===== src/rtl/wks_pkg.sv =====
// shared constants of the wake signalling block
package wks_pkg;
  // wishbone register byte offsets
  localparam logic [7:0] OFS_CFG = 8'h00; // wake signalling configuration byte, read only
  localparam logic [7:0] OFS_FCFG = 8'h04; // wake filter 0 configuration word, read only
  localparam logic [7:0] OFS_MASK0 = 8'h08; // first of four wake filter 0 byte mask words
  localparam logic [7:0] OFS_MASK3 = 8'h14; // last byte mask word
  localparam logic [7:0] OFS_STAT = 8'h18; // sticky event status, read only
  localparam logic [7:0] OFS_CLR = 8'h1c; // write one to clear status, write only
  localparam logic [7:0] OFS_IEN = 8'h20; // interrupt enable, read/write

  // configuration byte field positions
  localparam int BIT_SIG_EN = 7; // wake_signaling_enable
  localparam int BIT_STYLE = 6; // wake_indication_style, 1 = pulse
  localparam int BIT_DUR = 5; // wake_pulse_duration_select, 1 = long
  localparam int BIT_POL = 4; // wake_active_polarity, 1 = high
  localparam int BIT_DRV = 3; // wake_pin_driver_style, 1 = push-pull
  localparam int BIT_LINK_EN = 2; // phy link change source enable
  localparam int BIT_PKT_EN = 1; // packet detection source enable
  localparam int BIT_DA_EN = 0; // exact destination address source enable

  // status / enable / clear bit positions
  localparam int ST_PIN = 0; // wake input pin seen high
  localparam int ST_PKT = 1; // packet detected
  localparam int ST_WFF = 2; // wake frame filter match
  localparam int ST_DA = 3; // exact destination address match
  localparam int ST_LINK = 4; // phy link change
  localparam int ST_LOADED = 5; // wake filter 0 block fully loaded
  localparam int ST_W = 6; // width of status, clear and enable registers

  // reset values
  localparam logic [7:0] CFG_RST = 8'h00; // signalling off until loaded
  localparam logic [ST_W-1:0] IEN_RST = 6'h00; // all interrupts masked

  // wake filter 0 block layout in bytes
  localparam int WFF_CFG_BYTES = 4; // configuration word bytes
  localparam int WFF_MASK_BYTES = 16; // byte mask bytes
  localparam int WFF_LEN = WFF_CFG_BYTES + WFF_MASK_BYTES; // whole block, 20 bytes

  // pulse timing
  localparam int CLK_KHZ = 50000; // core clock rate
  localparam int PULSE_SHORT_US = 1500; // short pulse, 1.5 ms
  localparam int PULSE_LONG_US = 150000; // long pulse, 150 ms
  // cycles per microsecond first, so the product stays inside 32 bits
  localparam int PULSE_SHORT_CYC = PULSE_SHORT_US * (CLK_KHZ / 1000); // short pulse in cycles
  localparam int PULSE_LONG_CYC = PULSE_LONG_US * (CLK_KHZ / 1000); // long pulse in cycles
  localparam int CNT_W = 23; // pulse counter width, holds the long count
endpackage


===== src/rtl/wks_pulse_timer.sv =====
`timescale 1ns/100ps
// one-shot pulse timer, timed from the first start, immune to later starts
module wks_pulse_timer #(
  parameter int unsigned SHORT_CYC = wks_pkg::PULSE_SHORT_CYC,
  parameter int unsigned LONG_CYC = wks_pkg::PULSE_LONG_CYC
) (
  input wire logic clk_i,
  input wire logic rst_i,
  input wire logic start_i, // wake event while pulse style is active
  input wire logic long_i, // duration select sampled at start
  output logic busy_o // high for exactly the pulse length
);
  // counter plus busy flag
  typedef struct packed {
    logic [wks_pkg::CNT_W-1:0] cnt;
    logic busy;
  } wks_tmr_s;

  wks_tmr_s st_reg;
  wks_tmr_s st_next;
  localparam logic [wks_pkg::CNT_W-1:0] SHORT_LD = wks_pkg::CNT_W'(SHORT_CYC - 1);
  localparam logic [wks_pkg::CNT_W-1:0] LONG_LD = wks_pkg::CNT_W'(LONG_CYC - 1);

  // load on an idle start, count down while busy
  always_comb begin
    st_next = st_reg;
    if (!st_reg.busy) begin
      if (start_i) begin
        st_next.busy = 1'b1;
        st_next.cnt = long_i ? LONG_LD : SHORT_LD;
      end
    end else if (st_reg.cnt == '0) begin
      st_next.busy = 1'b0;
    end else begin
      // further starts are ignored here
      st_next.cnt = st_reg.cnt - 1'b1;
    end
  end

  // state register
  always_ff @(posedge clk_i) begin
    if (rst_i) begin
      st_reg <= '0;
    end else begin
      st_reg <= st_next;
    end
  end

  assign busy_o = st_reg.busy;

  // a short pulse loads the short count
  short_load_a: assert property (@(posedge clk_i) disable iff (rst_i)
    (start_i && !st_reg.busy && !long_i) |=> (st_reg.busy && st_reg.cnt == SHORT_LD))
    else $error("short pulse length not loaded");
  // a long pulse loads the long count
  long_load_a: assert property (@(posedge clk_i) disable iff (rst_i)
    (start_i && !st_reg.busy && long_i) |=> (st_reg.busy && st_reg.cnt == LONG_LD))
    else $error("long pulse length not loaded");
  // a start during a pulse neither restarts nor extends it
  no_restart_a: assert property (@(posedge clk_i) disable iff (rst_i)
    (start_i && st_reg.busy && st_reg.cnt != '0) |=> (st_reg.cnt == $past(st_reg.cnt) - 1'b1))
    else $error("pulse restarted by later wake event");
endmodule


===== src/rtl/wks_top.sv =====
// The implementer's own choices: the register offsets and the Wishbone slave port.
`timescale 1ns/100ps
module wks_top #(
  parameter int unsigned SHORT_CYC = wks_pkg::PULSE_SHORT_CYC, // short pulse cycles
  parameter int unsigned LONG_CYC = wks_pkg::PULSE_LONG_CYC // long pulse cycles
) (
  input wire logic clk_i,
  input wire logic rst_i,
  // classic wishbone slave
  input wire logic wb_cyc_i,
  input wire logic wb_stb_i,
  input wire logic wb_we_i,
  input wire logic [7:0] wb_adr_i,
  input wire logic [3:0] wb_sel_i,
  input wire logic [31:0] wb_dat_i,
  output logic [31:0] wb_dat_o,
  output logic wb_ack_o,
  // nonvolatile memory loader, same clock
  input wire logic cfg_load_i, // strobe: configuration byte valid
  input wire logic [7:0] cfg_byte_i,
  input wire logic wff_load_start_i, // strobe: wake filter block begins
  input wire logic wff_byte_valid_i, // strobe: next wake filter block byte
  input wire logic [7:0] wff_byte_i,
  // wake sources
  input wire logic wake_pin_i, // external pin, asynchronous
  input wire logic packet_det_i,
  input wire logic wake_frame_filter_match_i,
  input wire logic exact_dest_addr_match_i,
  input wire logic phy_link_change_i,
  // wake request pin, two signals
  output logic wake_request_pin_o,
  output logic wake_request_pin_oe_n_o, // low while the pin is driven
  // loaded filter contents for the matcher
  output logic [31:0] wake_filter_config_reg_o,
  output logic [127:0] wake_filter_byte_mask_reg_o,
  output logic irq_o // high while an enabled status bit is set
);
  // whole module state
  typedef struct packed {
    logic [7:0] cfg; // wake_signal_config_byte
    logic [31:0] fcfg; // wake_filter_config_reg
    logic [127:0] mask; // wake_filter_byte_mask_reg, four words
    logic [4:0] ldcnt; // bytes of wake filter block taken
    logic [wks_pkg::ST_W-1:0] status; // sticky events
    logic [wks_pkg::ST_W-1:0] ien; // interrupt enables
    logic ack; // bus answer
    logic [31:0] dat; // bus read data
    logic pin; // wake request pin level
    logic oe_n; // wake request pin enable, low drives
    logic irq; // interrupt output
    logic sync1; // wake input pin first stage
    logic sync2; // wake input pin second stage
  } wks_state_s;

  wks_state_s st_reg;
  wks_state_s st_next;

  logic [wks_pkg::ST_W-1:0] raw_ev; // raw events this cycle
  logic [4:0] src_en; // which sources may wake
  logic evt_any; // any enabled event this cycle
  logic pend_any; // any enabled event still pending
  logic sig_en; // signalling enabled
  logic pulse_busy; // pulse timer running
  logic pin_active; // pin wants its active state
  logic bus_req; // new bus request this cycle
  logic [wks_pkg::ST_W-1:0] clr_bits; // clear strobes from a bus write

  // true when the bus address hits one word
  function automatic logic hit(input logic [7:0] adr, input logic [7:0] ofs);
    hit = (adr[7:2] == ofs[7:2]);
  endfunction

  // read data mux for the register map
  function automatic logic [31:0] rd_mux(input wks_state_s s, input logic [7:0] adr);
    logic [31:0] r;
    r = 32'h0000_0000;
    if (hit(adr, wks_pkg::OFS_CFG)) begin
      r = {24'h00_0000, s.cfg};
    end else if (hit(adr, wks_pkg::OFS_FCFG)) begin
      r = s.fcfg;
    end else if (adr[7:2] >= wks_pkg::OFS_MASK0[7:2] && adr[7:2] <= wks_pkg::OFS_MASK3[7:2]) begin
      r = s.mask[32*(adr[4:2] - wks_pkg::OFS_MASK0[4:2]) +: 32];
    end else if (hit(adr, wks_pkg::OFS_STAT)) begin
      r = {26'h000_0000, s.status};
    end else if (hit(adr, wks_pkg::OFS_IEN)) begin
      r = {26'h000_0000, s.ien};
    end
    rd_mux = r;
  endfunction

  // pulse one-shot
  wks_pulse_timer #(
    .SHORT_CYC(SHORT_CYC),
    .LONG_CYC(LONG_CYC)
  ) u_pulse (
    .clk_i(clk_i),
    .rst_i(rst_i),
    .start_i(sig_en && st_reg.cfg[wks_pkg::BIT_STYLE] && evt_any),
    .long_i(st_reg.cfg[wks_pkg::BIT_DUR]),
    .busy_o(pulse_busy)
  );

  // source gating and pin decision
  always_comb begin
    sig_en = st_reg.cfg[wks_pkg::BIT_SIG_EN];
    raw_ev = '0;
    raw_ev[wks_pkg::ST_PIN] = st_reg.sync2;
    raw_ev[wks_pkg::ST_PKT] = packet_det_i;
    raw_ev[wks_pkg::ST_WFF] = wake_frame_filter_match_i;
    raw_ev[wks_pkg::ST_DA] = exact_dest_addr_match_i;
    raw_ev[wks_pkg::ST_LINK] = phy_link_change_i;
    // the wake pin and filter match have no enable of their own here
    src_en = 5'h1f;
    src_en[wks_pkg::ST_LINK] = st_reg.cfg[wks_pkg::BIT_LINK_EN];
    src_en[wks_pkg::ST_PKT] = st_reg.cfg[wks_pkg::BIT_PKT_EN];
    src_en[wks_pkg::ST_DA] = st_reg.cfg[wks_pkg::BIT_DA_EN];
    evt_any = sig_en && |(raw_ev[4:0] & src_en);
    pend_any = sig_en && |(st_reg.status[4:0] & src_en);
    // level style follows pending status, pulse style the timer
    if (st_reg.cfg[wks_pkg::BIT_STYLE]) begin
      pin_active = pulse_busy;
    end else begin
      pin_active = pend_any;
    end
  end

  // bus request and clear strobes
  always_comb begin
    bus_req = wb_cyc_i && wb_stb_i && !st_reg.ack;
    clr_bits = '0;
    if (bus_req && wb_we_i && wb_sel_i[0] && hit(wb_adr_i, wks_pkg::OFS_CLR)) begin
      clr_bits = wb_dat_i[wks_pkg::ST_W-1:0];
    end
  end

  // next state
  always_comb begin
    st_next = st_reg;
    // two-flop synchroniser for the wake input pin
    st_next.sync1 = wake_pin_i;
    st_next.sync2 = st_reg.sync1;

    // configuration byte from the loader
    if (cfg_load_i) begin
      st_next.cfg = cfg_byte_i;
    end

    // wake filter block: config word first, then the byte masks
    if (wff_load_start_i) begin
      st_next.ldcnt = '0;
    end else if (wff_byte_valid_i && st_reg.ldcnt < 5'(wks_pkg::WFF_LEN)) begin
      // bytes past the documented length are dropped
      if (st_reg.ldcnt < 5'(wks_pkg::WFF_CFG_BYTES)) begin
        st_next.fcfg[8*st_reg.ldcnt[1:0] +: 8] = wff_byte_i;
      end else begin
        // full count keeps mask bytes 12..15 from wrapping below zero
        st_next.mask[8*(st_reg.ldcnt - 5'(wks_pkg::WFF_CFG_BYTES)) +: 8] = wff_byte_i;
      end
      st_next.ldcnt = st_reg.ldcnt + 5'h01;
    end

    // sticky status: clear first, then set so an event is never lost
    st_next.status = st_reg.status & ~clr_bits;
    st_next.status[4:0] = st_next.status[4:0] | raw_ev[4:0];
    if (wff_byte_valid_i && !wff_load_start_i && st_reg.ldcnt == 5'(wks_pkg::WFF_LEN - 1)) begin
      st_next.status[wks_pkg::ST_LOADED] = 1'b1;
    end

    // bus slave: answer one cycle after the request, drop after one
    st_next.ack = bus_req;
    st_next.dat = 32'h0000_0000;
    if (bus_req) begin
      if (!wb_we_i) begin
        st_next.dat = rd_mux(st_reg, wb_adr_i);
      end else if (wb_sel_i[0] && hit(wb_adr_i, wks_pkg::OFS_IEN)) begin
        st_next.ien = wb_dat_i[wks_pkg::ST_W-1:0];
      end
    end

    // interrupt level
    st_next.irq = |(st_reg.status & st_reg.ien);

    // wake request pin drive
    if (!sig_en) begin
      // nothing else in the byte matters when signalling is off
      st_next.pin = 1'b0;
      st_next.oe_n = 1'b1;
    end else begin
      // active level is the polarity bit, inactive its inverse
      st_next.pin = pin_active ? st_reg.cfg[wks_pkg::BIT_POL] : ~st_reg.cfg[wks_pkg::BIT_POL];
      if (st_reg.cfg[wks_pkg::BIT_DRV]) begin
        st_next.oe_n = 1'b0;
      end else begin
        // open-drain drives only the active state
        st_next.oe_n = ~pin_active;
      end
    end
  end

  // state register
  always_ff @(posedge clk_i) begin
    if (rst_i) begin
      st_reg <= '0;
      st_reg.cfg <= wks_pkg::CFG_RST;
      st_reg.ien <= wks_pkg::IEN_RST;
      st_reg.oe_n <= 1'b1;
    end else begin
      st_reg <= st_next;
    end
  end

  // outputs straight from flops
  assign wb_dat_o = st_reg.dat;
  assign wb_ack_o = st_reg.ack;
  assign wake_request_pin_o = st_reg.pin;
  assign wake_request_pin_oe_n_o = st_reg.oe_n;
  assign wake_filter_config_reg_o = st_reg.fcfg;
  assign wake_filter_byte_mask_reg_o = st_reg.mask;
  assign irq_o = st_reg.irq;

  // pin never driven while signalling is off
  disabled_quiet_a: assert property (@(posedge clk_i) disable iff (rst_i)
    !st_reg.cfg[wks_pkg::BIT_SIG_EN] |=> wake_request_pin_oe_n_o)
    else $error("wake pin driven while signalling disabled");
  // pulse style drives the active polarity while the timer runs
  pulse_active_a: assert property (@(posedge clk_i) disable iff (rst_i)
    (sig_en && st_reg.cfg[wks_pkg::BIT_STYLE] && pulse_busy)
      |=> (wake_request_pin_o == $past(st_reg.cfg[wks_pkg::BIT_POL])))
    else $error("pulse not shown on wake pin");
  // level style holds the active state while status is pending
  level_hold_a: assert property (@(posedge clk_i) disable iff (rst_i)
    (sig_en && !st_reg.cfg[wks_pkg::BIT_STYLE] && pend_any)
      |=> (wake_request_pin_o == $past(st_reg.cfg[wks_pkg::BIT_POL]) && !wake_request_pin_oe_n_o))
    else $error("level wake not held");
  // push-pull keeps driving both states
  push_pull_a: assert property (@(posedge clk_i) disable iff (rst_i)
    (sig_en && st_reg.cfg[wks_pkg::BIT_DRV]) |=> !wake_request_pin_oe_n_o)
    else $error("push-pull pin released");
  // open-drain only ever drives the active level
  open_drain_a: assert property (@(posedge clk_i) disable iff (rst_i)
    (sig_en && !st_reg.cfg[wks_pkg::BIT_DRV] && !pin_active) |=> wake_request_pin_oe_n_o)
    else $error("open-drain pin drives inactive level");
  // disabled link change alone cannot wake
  link_gate_a: assert property (@(posedge clk_i) disable iff (rst_i)
    (!st_reg.cfg[wks_pkg::BIT_LINK_EN] && raw_ev[4:0] == 5'h10) |-> !evt_any)
    else $error("link change woke while disabled");
  // disabled packet detection alone cannot wake
  packet_gate_a: assert property (@(posedge clk_i) disable iff (rst_i)
    (!st_reg.cfg[wks_pkg::BIT_PKT_EN] && raw_ev[4:0] == 5'h02) |-> !evt_any)
    else $error("packet woke while disabled");
  // disabled address match alone cannot wake
  addr_gate_a: assert property (@(posedge clk_i) disable iff (rst_i)
    (!st_reg.cfg[wks_pkg::BIT_DA_EN] && raw_ev[4:0] == 5'h08) |-> !evt_any)
    else $error("address match woke while disabled");
  // filter match always wakes when signalling is on
  source_or_a: assert property (@(posedge clk_i) disable iff (rst_i)
    (sig_en && wake_frame_filter_match_i) |-> evt_any)
    else $error("filter match did not wake");
  // fifth block byte lands in the first mask byte and the count steps to 5
  load_order_a: assert property (@(posedge clk_i) disable iff (rst_i)
    (wff_byte_valid_i && !wff_load_start_i && st_reg.ldcnt == 5'h04)
      |=> (st_reg.mask[7:0] == $past(wff_byte_i) && st_reg.ldcnt == 5'h05))
    else $error("mask byte misplaced");
  // an event in the clear cycle still sets its status bit
  set_wins_a: assert property (@(posedge clk_i) disable iff (rst_i)
    (packet_det_i && clr_bits[wks_pkg::ST_PKT]) |=> st_reg.status[wks_pkg::ST_PKT])
    else $error("event lost against clear");
endmodule


===== config.mk =====
export PLATFORM = sky130hd
export DESIGN_NAME = wks_top
export DESIGN_NICKNAME = d
export VERILOG_FILES = /design/src/rtl/wks_pkg.sv /design/src/rtl/wks_pulse_timer.sv /design/src/rtl/wks_top.sv
export SDC_FILE = /design/constraint.sdc
export NUM_CORES = 1
export LEC_CHECK = 0
export BUFFER_PORTS_ARGS = -buffer_cell sky130_fd_sc_hd__buf_2
export CORE_MARGIN = 10
export CORE_UTILIZATION = 55
export DETAILED_ROUTE_END_ITERATION = 8
export HOLD_SLACK_MARGIN = 0.02
export PLACE_DENSITY_LB_ADDON = 0.05
export REMOVE_ABC_BUFFERS = 1
export SLEW_MARGIN = 20
export SYNTH_ARGS = -nofsm -noshare
export SYNTH_HDL_FRONTEND = slang
export SYNTH_HIERARCHICAL = 1
export SYNTH_SLANG_ARGS = --single-unit

===== constraint.sdc =====
create_clock -name clk_i -period 11.1 [get_ports clk_i]
set_input_delay 2.22 -clock clk_i [delete_from_list [all_inputs] [get_ports clk_i]]
set_output_delay 2.22 -clock clk_i [all_outputs]
set_load 0.02 [all_outputs]

# Yosys cells after proc, flatten, opt, wreduce, memory -nomap -nowiden
# Cells that the tools add are included.
# totals
register_bits	247
latchBits	0
ramBits	0
rom_bits	0
inputBits	73
out_inout_bits	196
wordCells	96
memories	0
# classes
addsub	6
mul	0
div_mod_pow	0
n_lt_le_gt_ge	4
n_eq_ne	6
shift	5
mux	17
n_bitwise	12
reduce_logical	30
# op_table
cell	count
$bwmux 128	1
$shift 8x34->128 const A	1
$shiftx 128x33->32	1
$shiftx 8x34->128	1
$mux 32	2
$mux 24	2
$mux 23	2
$neg 32->34	1
$neg 5->34	1
$shift 8x34->32 const A	1
$shiftx 8x34->32	1
$bwmux 32	1
$logic_not 23->1	1
$sub 23x1->23 const B	1
$mux 6	3
$logic_and 1x1->1	14
$and 6x6->6	2
$eq 6x3->1 const B	2
$and 5x5->5	2
$reduce_or 5->1	2
$reduce_and 3->1	3
$mux 8	1
$eq 6x1->1 const B	1
$eq 6x4->1 const B	1
other kinds (21)	32

# Longest topological paths before layout
# logic_depth
depth_word	9
depth_mapped	16
depth_no_buf	12

# By module
# Netlist, hierarchy kept.
# by_module_without_submodules
module	n_inst	cells_each	area_each_um2	seq_area_each_um2
wks_top	1	1337	12276.8	4464.3
wks_pulse_timer	1	163	1397.6	480.5

# Worst setup path before layout
# No wires, ideal clock.
# synth_path
kind	in2reg
start	input wb_adr_i[3]
end	register st_reg, in the netlist wb_dat_o[2]
setup_time_ps	71
t_arrival_ps	3795
required_time_ps	11029
setup_slack_ps	7234
cell_stages	7
n_path_buf	2
cell_sequence	buf_2 inv_1 ha_1 nor4b_1 clkbuf_1 a222oi_1 a21oi_1
# synth_between
elab_chain_cells	6
word_cells_on_any_way	14
classes_between	1 x add/sub; 2 x order compare; 3 x eq/ne; 1 x shift; 5 x mux; 2 x reduce/logical
# synth_rtl
element	line_no	text
start: declaration	wks_top.sv:13	input wire logic [7:0] wb_adr_i,
parallel branches: the longest is 5 deep, another holds $sub 3x2->4	-	
$mux 8 *	wks_top.sv:77	if (hit(adr, wks_pkg::OFS_CFG)) begin
end signal: assignment	wks_top.sv:208	st_reg <= st_next;
end: declaration	wks_top.sv:55	wks_state_s st_reg;
# Mark *: on every way between the ends.
# A chain may end at the register's enable or synchronous reset.

# Worst setup path after layout
# layout_path
start	register st_reg[52] in the netlist's numbering
end	register st_reg, in the netlist wake_filter_byte_mask_reg_o[97]
# layout_between
elab_chain_cells	4
word_cells_on_any_way	10
classes_between	2 x add/sub; 2 x order compare; 2 x shift; 1 x mux; 1 x bitwise; 2 x reduce/logical
# layout_rtl
element	line_no	text
$sub 5x3->6	wks_top.sv:157	st_next.mask[8*(st_reg.ldcnt - 5'(wks_pkg::WFF_CFG_BYTES)) +: 8] = wff_byte_i;
$neg 32->34	wks_top.sv:157	
$shiftx 8x34->128 / $shift 8x34->128 (equally long branches)	wks_top.sv:157	
$bwmux 128	wks_top.sv:157	
# Several ways; a longest one is shown, not always the timed one.

==> impl_metrics.py <==
metrics = {
    "clock_network": {
        "cts_buffers": 28,
        "cts.clk_slew.worst_paths_ns": 0.06,
        "post-cts-setup-buffers": 0,
        "cts_buffer_depth": 3,
        "clock-sinks": 247,
        "cts.root.buffer_cell": "clkbuf_16",
        "cts_resized": 0,
        "cts_tree": "yes",
        "htree_levels": 1,
        "holdBufCountCts": 0,
        "clkLatencyLatePin_ns": 0.54,
    },
    "floorplanning": {
        "rows": 57,
        "dieWidth_um": 177.7,
        "start_util": 0.5606,
        "boundaryPins": 269,
        "die_area_um2": 31570,
        "die_height_um": 177.7,
        "core_region_area_um2": 24390,
    },
    "setup_path": {
        "crit_fanout": 17,
        "crit_required_ns": 11.57,
        "cp-end-kind": "flop",
        "worstSetupPathType": "flop to flop",
        "arrival_ns": 5.53,
        "startpoint_type": "flop",
    },
    "global_route": {
        "grt_usage": 0.2393,
        "grt.overflow.total": 0,
        "antenna_found_initial": 0,
        "grt_pass1_vias": 10230,
        "grt_max_degree": 79,
        "grt_pass1_wl_mm": 60.29,
    },
    "sta": {
        "post-route-period-util": 0.4561,
        "setup_viol": 0,
        "setup_tns_ns": 0,
        "tightest_slew_ns": 1.110,
        "relSlewSlack": 0.2597,
        "maxSlewViolCount": 0,
        "fin_crit_ns": 5.063,
        "skew_ns": 0.01092,
        "hold_viol": 0,
        "rsz0062_at_grt": "false",
        "max_freq_ghz": 0.1975,
    },
    "pwr": {
        "ir_drop_mv": 0.1054,
        "power_density_nw_per_um2": 135.9,
        "cellLeakagePower_nw": 5.953,
    },
    "routing": {
        "viasPerCell": 5.704,
        "num_vias": 10510,
        "drcViolationCount": 0,
        "final_antenna_net_count": 0,
        "routed_wl_mm": 39.21,
        "dr.pass1.iters": 5,
        "wire_per_inst_um": 21.27,
        "drtIter0Drc": 859,
    },
    "synth": {
        "yosys-top-cells-count": "247 x dfxtp_1, 192 x buf_4, 145 x mux2i_1, 135 x nand2b_1, 128 x nand2_1",
        "synth_edf_count": 0,
        "synth_most_common_cell": "dfxtp_1",
        "syn_avg_cell_area_um2": 9.116,
        "synth_flop_cell": "dfxtp_1",
        "synth_seq_cells": 247,
        "synth.top_cell.area_share": 0.3616,
        "syn_inst": 1500,
        "ys_seq_area_frac": 0.3616,
        "async_reset_ff_frac": 0,
        "yosys-top-cells-area": "dfxtp_1 36%, mux2i_1 11%, buf_4 11%, nand2b_1 6.2%, mux4_2 5.3%",
        "yosysTopAreaCell": "dfxtp_1",
        "synth_warnings": 6,
        "mappedNetlistArea_um2": 13670,
        "yosysUniqueCellTypes": 78,
    },
    "layout": {
        "postLayoutCellArea_um2": 14550,
        "synthToLayoutAreaGrowth_pct": 6.433,
        "largest_register_ffs": 128,
        "drive_gt1_frac": 0.2523,
        "nFillCells": 2220,
        "final_nets": 1590,
    },
    "place": {
        "post_dp_cell_area_um2": 13590,
        "io_buffers": 237,
        "gp_congestion": 0.8967,
        "hpwl_mm": 27.33,
    },
    "min_path": {
        "min_path_type": "flop to flop",
    },
    "flow_run": {
        "cap_violations": 0,
    },
    "status": {
        "outcome": "completed",
    },
}
[cells by family after synthesis]
kind of cell | count (synthesis) | share of synthesized area
buf+inv | 310 | 0.1405
fa+ha+maj | 21 | 0.01921
compound gates | 150 | 0.07457
xor+xnor | 14 | 0.008967
mux | 186 | 0.1663
simple gates | 572 | 0.2288
flops | 247 | 0.3616
[metal layers]
metal	track usage	part of all wire
met2	0.3790	0.46
met5	0	0
met4	0.05766	0.020
met1	0.3286	0.45
met3	0.04760	0.073
[final cells by class]
cell class                      count  area, um2  share of cell area
Timing Repair Buffer              253       1309             0.08992
Antenna cell                        1      2.502           0.0001719
Clock inverter                      5      31.28            0.002149
Tap cell                          324      405.4             0.02785
Clock buffer                       47      923.4             0.06345
Multi-Input combinational cell    943       6852              0.4708
Sequential cell                   247       4945              0.3398
Inverter                           23      86.33            0.005932
[report_power, final]
group	total, mW	switching [mW]	internal (mW)
registers	0.905	0.0104	0.894
logic	0.134	0.0869	0.0466
clock network	0.940	0.376	0.563
total	1.98	0.474	1.50
[placed cells by master, fill, tap and decap left out, types with 4 or more instances in the layout]
master,count
a211oi_1,7
a21oi_1,58
a222oi_1,6
a22oi_1,29
and2_1,6
and3_1,7
buf_2,236
buf_4,17
clkbuf_1,5
clkbuf_16,29
clkbuf_8,13
dfxtp_1,247
ha_1,21
inv_1,23
mux2_2,9
mux2i_1,145
mux4_2,32
nand2_1,128
nand2b_1,135
nand3_1,100
nand3_2,5
nand3b_1,5
nand4_1,17
nor2_1,82
nor2b_1,8
nor3_1,21
nor3_4,6
nor3b_1,4
nor4_1,8
nor4_4,4
o211ai_1,4
o21ai_0,7
o31ai_1,6
or3_1,7
xnor2_1,11
[path summary, 6_finish.rpt]
kind              depth (start not counted)       start  slack (ns)                               to
setup / recovery                         11  st_reg[52]        6.04  wake_filter_byte_mask_reg_o[97]
hold / removal                            1  st_next[0]        0.43                        raw_ev[0]
setup reg to reg                         11  st_reg[52]        6.04  wake_filter_byte_mask_reg_o[97]
hold reg to reg                           1  st_next[0]        0.43                        raw_ev[0]
[metrics by stage]
step                      instances  hold WS, ns  utilization  setup slack [ns]  power, mW
after detailed placement       1790       0.4242       0.5572             6.136      1.057
after floorplan                1213       0.4138            -             5.391     0.9951
final                          1843       0.4317       0.5967             6.037      1.978
after CTS                      1842       0.4363       0.5963             6.108      1.992
after global placement         1790       0.4226       0.5572             6.171      1.056
after global routing           1842       0.4594       0.5966             5.659      2.042
[worst max-delay path, stage by stage, from the launching register on]
cell	delay, ns
dfxtp_1	0.68
inv_1	0.24
ha_1	0.26
ha_1	0.43
nand3_1	0.19
or2b_1	0.30
ha_1	0.19
or3b_1	0.39
a211oi_2	0.32
nand4bb_1	0.75
nor4_4	0.96
mux2i_1	0.26
No activity file was read; power rests on OpenSTA's default activity.
